--- src/rtl/pce_pkg.sv ---
// Package of register offsets, field positions and reset values for the port C/E pin block
package pce_pkg;
  localparam int         PCE_ADDR_W        = 3;
  localparam logic [2:0] PCE_OFS_C_LEVELS  = 3'h0;
  localparam logic [2:0] PCE_OFS_C_DIR     = 3'h1;
  localparam logic [2:0] PCE_OFS_E_LEVEL   = 3'h2;
  localparam logic [2:0] PCE_OFS_E_DIR     = 3'h3;
  localparam logic [2:0] PCE_OFS_ALT_FUNC  = 3'h4;
  localparam logic [2:0] PCE_OFS_C_ANALOG  = 3'h5;
  localparam logic [2:0] PCE_OFS_PERIPH_EN = 3'h6;
  localparam logic [2:0] PCE_OFS_E_CONFIG  = 3'h7;
  localparam int         PCE_E_PIN_BIT     = 3;
  localparam int         PCE_CCP_SEL_BIT   = 0;
  localparam int         PCE_CCP_C_BIT     = 1;
  localparam int         PCE_MCLR_BIT      = 0;
  localparam int         PCE_VPP_BIT       = 1;
  localparam logic [7:0] PCE_C_DIR_RST     = 8'hff;
  localparam logic [7:0] PCE_C_LATCH_RST   = 8'h00;
  localparam logic [7:0] PCE_ANALOG_RST    = 8'h00;
  localparam logic [7:0] PCE_E_DIR_VALUE   = 8'h08;
endpackage

--- src/rtl/pce_port_ctrl.sv ---
// Port C and port E pin control with register file and alternate pin routing
//
// Local design decisions: the address map and strobed register access.
`timescale 1ns/1ns
module pce_port_ctrl
  import pce_pkg::*;
#(
  parameter int PORT_W = 8
) (
  input  wire logic                  ref_clk,          // 125 MHz system clock
  input  wire logic                  rst_n,            // Async reset, active low
  input  wire logic [PCE_ADDR_W-1:0] reg_addr,         // Register index
  input  wire logic [7:0]            reg_wdata,        // Write data
  input  wire logic                  reg_wr,           // Write strobe
  input  wire logic                  reg_rd,           // Read strobe
  output logic      [7:0]            reg_rdata,        // Read data, cycle after strobe
  input  wire logic [PORT_W-1:0]     c_pad_in,         // Port C pad levels
  output logic      [PORT_W-1:0]     c_pad_out,        // Port C pad drive levels
  output logic      [PORT_W-1:0]     c_pad_oe_n,       // Port C driver enables, low drives
  input  wire logic                  e_pad_in,         // Port E pin level
  output logic                       e_pullup_en,      // Weak pull-up on port E pin
  output logic                       mclr_reset,       // Master clear request, level
  output logic                       vpp_sense,        // Programming voltage level seen
  input  wire logic [PORT_W-1:0]     periph_out,       // Peripheral outputs on port C
  input  wire logic [PORT_W-1:0]     periph_oe_n,      // Peripheral enables, low drives
  input  wire logic                  second_capture_compare_pwm_out,         // Second capture unit output
  input  wire logic                  second_capture_compare_pwm_oe_n,        // Second capture unit enable, low drives
  output logic                       second_capture_compare_pwm_in,          // Second capture unit input
  input  wire logic                  b3_pad_in,        // Port B bit 3 pad level
  output logic                       b3_ccp_out,       // Capture output toward port B bit 3
  output logic                       b3_ccp_oe_n,      // Its enable, low drives
  output logic                       b3_ccp_en         // Port B bit 3 owned by capture unit
);
  // The register map gives one byte per port, so only the eight-bit width is served
  if (PORT_W != 8) begin : g_width_check
    $error("pce_port_ctrl serves an eight-bit port only");
  end

  typedef struct packed {
    logic [1:0]        rst_sync;
    logic [PORT_W-1:0] c_latch;
    logic [PORT_W-1:0] c_dir;
    logic [PORT_W-1:0] c_analog;
    logic [PORT_W-1:0] periph_en;
    logic              ccp_sel;
    logic [1:0]        e_cfg;
    logic [7:0]        rdata;
  } pce_state_s;

  pce_state_s state_reg;
  pce_state_s state_next;
  logic [PORT_W-1:0] c_read;
  logic [PORT_W-1:0] cell_periph_en;
  logic [PORT_W-1:0] cell_periph_out;
  logic [PORT_W-1:0] cell_periph_oe_n;
  logic              rst_int_n;
  logic              ccp_on_c;
  logic              e_read;

  assign rst_int_n = state_reg.rst_sync[1];
  assign ccp_on_c  = state_reg.ccp_sel;

  // Capture unit takes port C bit 1 when selected, otherwise port B bit 3
  always_comb begin
    cell_periph_en   = state_reg.periph_en;
    cell_periph_out  = periph_out;
    cell_periph_oe_n = periph_oe_n;
    cell_periph_en[PCE_CCP_C_BIT]   = ccp_on_c;
    cell_periph_out[PCE_CCP_C_BIT]  = second_capture_compare_pwm_out;
    cell_periph_oe_n[PCE_CCP_C_BIT] = second_capture_compare_pwm_oe_n;
  end

  // Port B bit 3 keeps the capture unit only while the select points away from port C
  always_comb begin
    b3_ccp_en   = 1'b1;
    b3_ccp_out  = second_capture_compare_pwm_out;
    b3_ccp_oe_n = second_capture_compare_pwm_oe_n;
    second_capture_compare_pwm_in     = b3_pad_in;
    if (ccp_on_c) begin
      b3_ccp_en   = 1'b0;
      b3_ccp_oe_n = 1'b1;
      second_capture_compare_pwm_in     = c_pad_in[PCE_CCP_C_BIT];
    end
  end

  genvar gi;
  generate
    for (gi = 0; gi < PORT_W; gi++) begin : g_pin
      pce_pin_cell u_cell (
        .latch_bit   (state_reg.c_latch[gi]),
        .dir_bit     (state_reg.c_dir[gi]),
        .analog_bit  (state_reg.c_analog[gi]),
        .periph_en   (cell_periph_en[gi]),
        .periph_out  (cell_periph_out[gi]),
        .periph_oe_n (cell_periph_oe_n[gi]),
        .pad_in      (c_pad_in[gi]),
        .pad_out     (c_pad_out[gi]),
        .pad_oe_n    (c_pad_oe_n[gi]),
        .read_bit    (c_read[gi])
      );
    end
  endgenerate

  // Port E pin role follows the configuration bits
  always_comb begin
    e_read      = e_pad_in;
    e_pullup_en = 1'b0;
    mclr_reset  = 1'b0;
    vpp_sense   = 1'b0;
    if (state_reg.e_cfg[PCE_MCLR_BIT]) begin
      // Master clear role: reads blank, the weak pull-up holds the pin inactive
      e_read      = 1'b0;
      e_pullup_en = 1'b1;
      mclr_reset  = ~e_pad_in;
    end
    if (state_reg.e_cfg[PCE_VPP_BIT]) begin
      vpp_sense = e_pad_in;
    end
  end

  function automatic logic [7:0] read_mux(input pce_state_s s, input logic [PORT_W-1:0] cr,
                                          input logic [2:0] a, input logic er);
    logic [7:0] v;
    v = 8'h00;
    unique case (a)
      PCE_OFS_C_LEVELS:  v = cr;
      PCE_OFS_C_DIR:     v = s.c_dir;
      PCE_OFS_E_LEVEL: begin
        // Only the input-only pin exists on this port; the other bits stay zero
        v[PCE_E_PIN_BIT] = er;
      end
      PCE_OFS_E_DIR: begin
        v = PCE_E_DIR_VALUE;
      end
      PCE_OFS_ALT_FUNC: begin
        v[PCE_CCP_SEL_BIT] = s.ccp_sel;
      end
      PCE_OFS_C_ANALOG:  v = s.c_analog;
      PCE_OFS_PERIPH_EN: v = s.periph_en;
      PCE_OFS_E_CONFIG:  v = {6'h00, s.e_cfg};
    endcase
    return v;
  endfunction

  // One register write; the read-only indices leave the state untouched
  function automatic pce_state_s apply_write(input pce_state_s s, input logic [2:0] a,
                                             input logic [7:0] d);
    pce_state_s n;
    n = s;
    unique case (a)
      PCE_OFS_C_LEVELS: begin
        // A byte write addresses every bit, so nothing of the pin levels survives the merge
        n.c_latch = d;
      end
      PCE_OFS_C_DIR: begin
        n.c_dir = d;
      end
      PCE_OFS_ALT_FUNC: begin
        n.ccp_sel = d[PCE_CCP_SEL_BIT];
      end
      PCE_OFS_C_ANALOG: begin
        n.c_analog = d;
      end
      PCE_OFS_PERIPH_EN: begin
        n.periph_en = d;
      end
      PCE_OFS_E_CONFIG: begin
        n.e_cfg = d[1:0];
      end
      PCE_OFS_E_LEVEL, PCE_OFS_E_DIR: begin
        // Input-only port: neither its level nor its direction can be written
        n = s;
      end
    endcase
    return n;
  endfunction

  // Values held while the released reset is still inside the two-stage synchroniser
  function automatic pce_state_s held_in_reset(input pce_state_s s);
    pce_state_s n;
    n           = s;
    n.c_latch   = PCE_C_LATCH_RST;
    n.c_dir     = PCE_C_DIR_RST;
    n.c_analog  = PCE_ANALOG_RST;
    n.periph_en = '0;
    n.ccp_sel   = 1'b0;
    n.e_cfg     = 2'h0;
    n.rdata     = 8'h00;
    return n;
  endfunction

  always_comb begin
    state_next          = state_reg;
    state_next.rst_sync = {state_reg.rst_sync[0], 1'b1};
    state_next.rdata    = 8'h00;
    if (reg_rd) begin
      state_next.rdata = read_mux(state_reg, c_read, reg_addr, e_read);
    end
    // The read samples state_reg, not the written state, so the order of these two steps is free
    if (reg_wr) begin
      state_next = apply_write(state_next, reg_addr, reg_wdata);
    end
    if (!rst_int_n) begin
      state_next = held_in_reset(state_next);
    end
  end

  always_ff @(posedge ref_clk or negedge rst_n) begin
    if (!rst_n) begin
      state_reg           <= '0;
      state_reg.c_dir     <= PCE_C_DIR_RST;
    end else begin
      state_reg <= state_next;
    end
  end

  assign reg_rdata = state_reg.rdata;
endmodule // pce_port_ctrl

--- src/rtl/pce_pin_cell.sv ---
// One bidirectional pin of the eight-bit port with peripheral override and analog blanking
`timescale 1ns/1ns
module pce_pin_cell
  import pce_pkg::*;
(
  input  wire logic latch_bit,    // General purpose output latch
  input  wire logic dir_bit,      // 1 = input, driver off
  input  wire logic analog_bit,   // Pin used as analog input
  input  wire logic periph_en,    // Peripheral owns the pin
  input  wire logic periph_out,   // Peripheral output level
  input  wire logic periph_oe_n,  // Peripheral enable, low drives
  input  wire logic pad_in,       // Sampled pad level
  output logic      pad_out,      // Pad drive level
  output logic      pad_oe_n,     // Pad driver enable, low drives
  output logic      read_bit      // Level seen by a port read
);
  always_comb begin
    pad_out  = periph_en ? periph_out : latch_bit;
    pad_oe_n = periph_en ? periph_oe_n : dir_bit;
    read_bit = analog_bit ? 1'b0 : pad_in;
  end
endmodule // pce_pin_cell

--- config.mk ---
export PLATFORM = sky130hd
export DESIGN_NAME = pce_port_ctrl
export DESIGN_NICKNAME = d
export VERILOG_FILES = /design/src/rtl/pce_pkg.sv /design/src/rtl/pce_port_ctrl.sv /design/src/rtl/pce_pin_cell.sv
export SDC_FILE = /design/constraint.sdc
export NUM_CORES = 1
export LEC_CHECK = 0
export ABC_AREA = 0
export BUFFER_PORTS_ARGS = -buffer_cell sky130_fd_sc_hd__buf_4
export CORE_MARGIN = 3
export CORE_UTILIZATION = 47
export CTS_CLUSTER_SIZE = 25
export DETAILED_ROUTE_END_ITERATION = 7
export GPL_TIMING_DRIVEN = 1
export PLACE_DENSITY = 0.76
export SETUP_SLACK_MARGIN = 0.2
export SLEW_MARGIN = 0
export SYNTH_ARGS = -nofsm -noshare
export SYNTH_HDL_FRONTEND = slang
export SYNTH_SLANG_ARGS = --single-unit
export TNS_END_PERCENT = 5
--- constraint.sdc ---
create_clock -name ref_clk -period 1.05 [get_ports ref_clk]
set_input_delay 0.105 -clock ref_clk [delete_from_list [all_inputs] [get_ports ref_clk]]
set_output_delay 0.105 -clock ref_clk [all_outputs]
set_load 0.02 [all_outputs]
==> flow_summary.json <==
{
  "status": "finished with violations",
  "violations": "negative setup slack",
  "utilization_pct": 76.0,
  "hold_viol_final": 0,
  "arrival_ns": 1.30,
  "num-nets-final": 396,
  "path_cells": "buf_6 -> mux2_4 -> buf_6",
  "yosysUniqueCellTypes": 37,
  "yosys.area_share.adder_pct": 0,
  "first_pass_iters": 5,
  "fin_setup_tns_ns": -6.34,
  "fillers": 325,
  "yosysSeqAreaShare_pct": 43.3,
  "hold-worst-slack_ns": 0.0460,
  "clock.fmax_mhz": 712,
  "synth_compound_gate_area_share_pct": 12.8,
  "gp_congestion": 0.868,
  "grt_pass1_vias": 2473,
  "crit_top_cell": "buf_6",
  "post_dp_cell_area_mm2": 0.00340,
  "numCtsBuffers": 5,
  "instances_no_fill": 424,
  "final_cell_area_mm2": 0.00398,
  "wl_um": 8050,
  "syn2layout_area_growth_pct": 51.9,
  "finalCriticalPeriod_ns": 1.40,
  "drive_above_1_share_pct": 61.3,
  "ios": 74,
  "synth-simple-area-share_pct": 17.4,
  "power_density_mw_per_mm2": 937,
  "synth_top_area_cell": "dfrtp_1",
  "drc_errors": 0,
  "grtUsageTotal_pct": 25.5,
  "critPathMaxStageDelay_ns": 0.42,
  "core_area_mm2": 0.00524,
  "worstSetupStartpointType": "register",
  "critical-path-top-delay-family": "flip-flops",
  "syn-num-nets": 301,
  "clockRootBuffer": "clkbuf_8",
  "layout_common_cells": "buf_4 (80), nand2_1 (61), buf_6 (43)",
  "maxCapViolCount": 0,
  "n_antenna_cell": 0,
  "start_util_pct": 50.0,
  "required_ns": 0.94,
  "final_common_cell": "buf_4",
  "syn_avg_cell_area_um2": 10.2,
  "criticalPathCategory": "register to output port",
  "first_iter_violations": 270,
  "skew_ns": 0.00709,
  "setup_viol": 31,
  "timing.final.ws_setup_ns": -0.354,
  "vias_per_cell": 5.49,
  "path_clk_slew_ns": 0.08,
  "path_buf_inv": 2,
  "antenna_found_initial": 0,
  "wl_per_cell_um": 19.0,
  "async_reset_ff_share_pct": 100,
  "ctsLongestPathBuffers": 2,
  "yosysTopAreaCellShare_pct": 35.3,
  "period_share_pct": 134,
  "grt_max_degree": 29,
  "vias": 2329,
  "synth_top_family_by_area": "simple AND/OR/NAND/NOR gates",
  "synth_area_mm2": 0.00262,
  "synth.area.mux_share_pct": 15.3,
  "ir_worst_vdd_v": 0.000618,
  "synthXorXnorAreaFrac_pct": 0,
  "rsz0062_at_grt": "true",
  "ys_ff_latch": 45,
  "dieHeight_um": 80.7,
  "synth_area_leaders": "dfrtp_1 (35%), mux2_2 (9.9%), nand2_1 (8.9%)",
  "cts_tree": "done",
  "ant_nets": 0,
  "place_hpwl_um": 5140,
  "yosys_warnings": 0,
  "synth_edf_count": 0,
  "h-tree-depth": 2,
  "hold_class": "input pin to register",
  "io_buffers": 71,
  "worstSetupEndpointType": "output port",
  "dieArea_mm2": 0.00651,
  "die_x_um": 80.7,
  "row_count": 26,
  "static-leakage-power_uw": 0.00179,
  "gr-total-overflow": 0,
  "placed_cells": 412,
  "finalMaxSlewViolations": 0,
  "largest_register_ffs": 28,
  "cts_sinks": 45,
  "slowest_stage": "dfrtp_1",
  "clkLatencyLatePin_ns": 0.31,
  "synth_cells": 258,
  "cp_max_fo": 6,
  "grt_pass1_wl_um": 12400,
  "ys.flop_type": "dfrtp_1"
}
-- worst register-to-register path, cell delays in order, from the launching register on --
cell and delay, ns:
dfrtp_1 0.42, buf_4 0.15, mux4_2 0.44, nand4_1 0.09
o41ai_2 0.08
-- metrics by stage --
| stage | worst slack (ns) | power (uW) |
|---|---|---|
| 6_report | -0.354 | 3730 |
| 3_5_place_dp | -0.261 | 2510 |
| 2_1_floorplan | -0.132 | 2180 |
| 3_3_place_gp | -0.170 | 2490 |
| 4_1_cts | -0.330 | 3660 |
| 5_1_grt | -0.386 | 3860 |
-- path summary, 6_finish.rpt --
path                          startpoint       endpoint  slack [ns]  depth (start not counted)
max                             ccp_on_c   c_pad_out[1]       -0.35                          3
min in group asynchronous          rst_n   state_reg[9]        0.21                          2
max reg2reg                     ccp_on_c   reg_rdata[0]       -0.24                          4
min                         reg_wdata[2]  state_reg[29]        0.05                          3
min reg2reg                state_reg[43]      rst_int_n        0.36                          0
max in group asynchronous          rst_n  state_reg[33]        0.35                          3
-- area by class of cell --
| cell class | instances | area (um2) | area share (%) |
|---|---|---|---|
| sequential | 45 | 1140 | 28.7 |
| clock inverter | 2 | 10.0 | 0.251 |
| multi-input combinational | 170 | 1480 | 37.1 |
| clock buffer | 6 | 72.6 | 1.82 |
| tap | 70 | 87.6 | 2.20 |
| inverter | 2 | 7.51 | 0.189 |
| timing repair buffer | 129 | 1180 | 29.8 |
-- metal layers --
layer	vias up	wire, um	track usage, %	share of wire [%]
met2	74	4170	43.9	52
met5	-	0	0	0
met3	17	446	4.04	5.5
li1	1057	-	-	-
met1	1181	3250	31.7	40
met4	0	176	10.5	2.2
-- where the power goes --
part	internal [uW]	switching, uW	total, uW
clock	462	609	1070
combinational	455	392	847
sequential	1780	33.8	1810
-- cell families after synthesis --
family | after synthesis
buffers and inverters | 43
multiplexers | 36
other | 1
flip-flops | 45
AND/OR/NAND/NOR | 91
AO/OA/AOI/OAI | 42
-- what timing repair did --
| action | CTS | global route |
|---|---|---|
| hold buffers | 1 | 0 |
| pin swaps | 10 | 9 |
| resized for setup | 113 | 25 |
| endpoints found under the hold margin | 42 | 0 |
| endpoints found under the setup margin | 71 | 73 |
| setup buffers | 2 | 1 |
-- Yosys cell counts (2+ instances only) --
master and number:
nand2_1 62, dfrtp_1 37, buf_4 28, a21boi_0 24, mux2_2 23, mux2i_1 12
nor2b_1 10, dfstp_2 8, a211oi_1 6, a221oi_1 6, buf_2 5, clkbuf_1 5
and4b_1 2, buf_6 2, inv_1 2, nand2b_1 2, nand4_1 2, nand4b_1 2
nor2_1 2
Power figures use the tool's default switching activity.
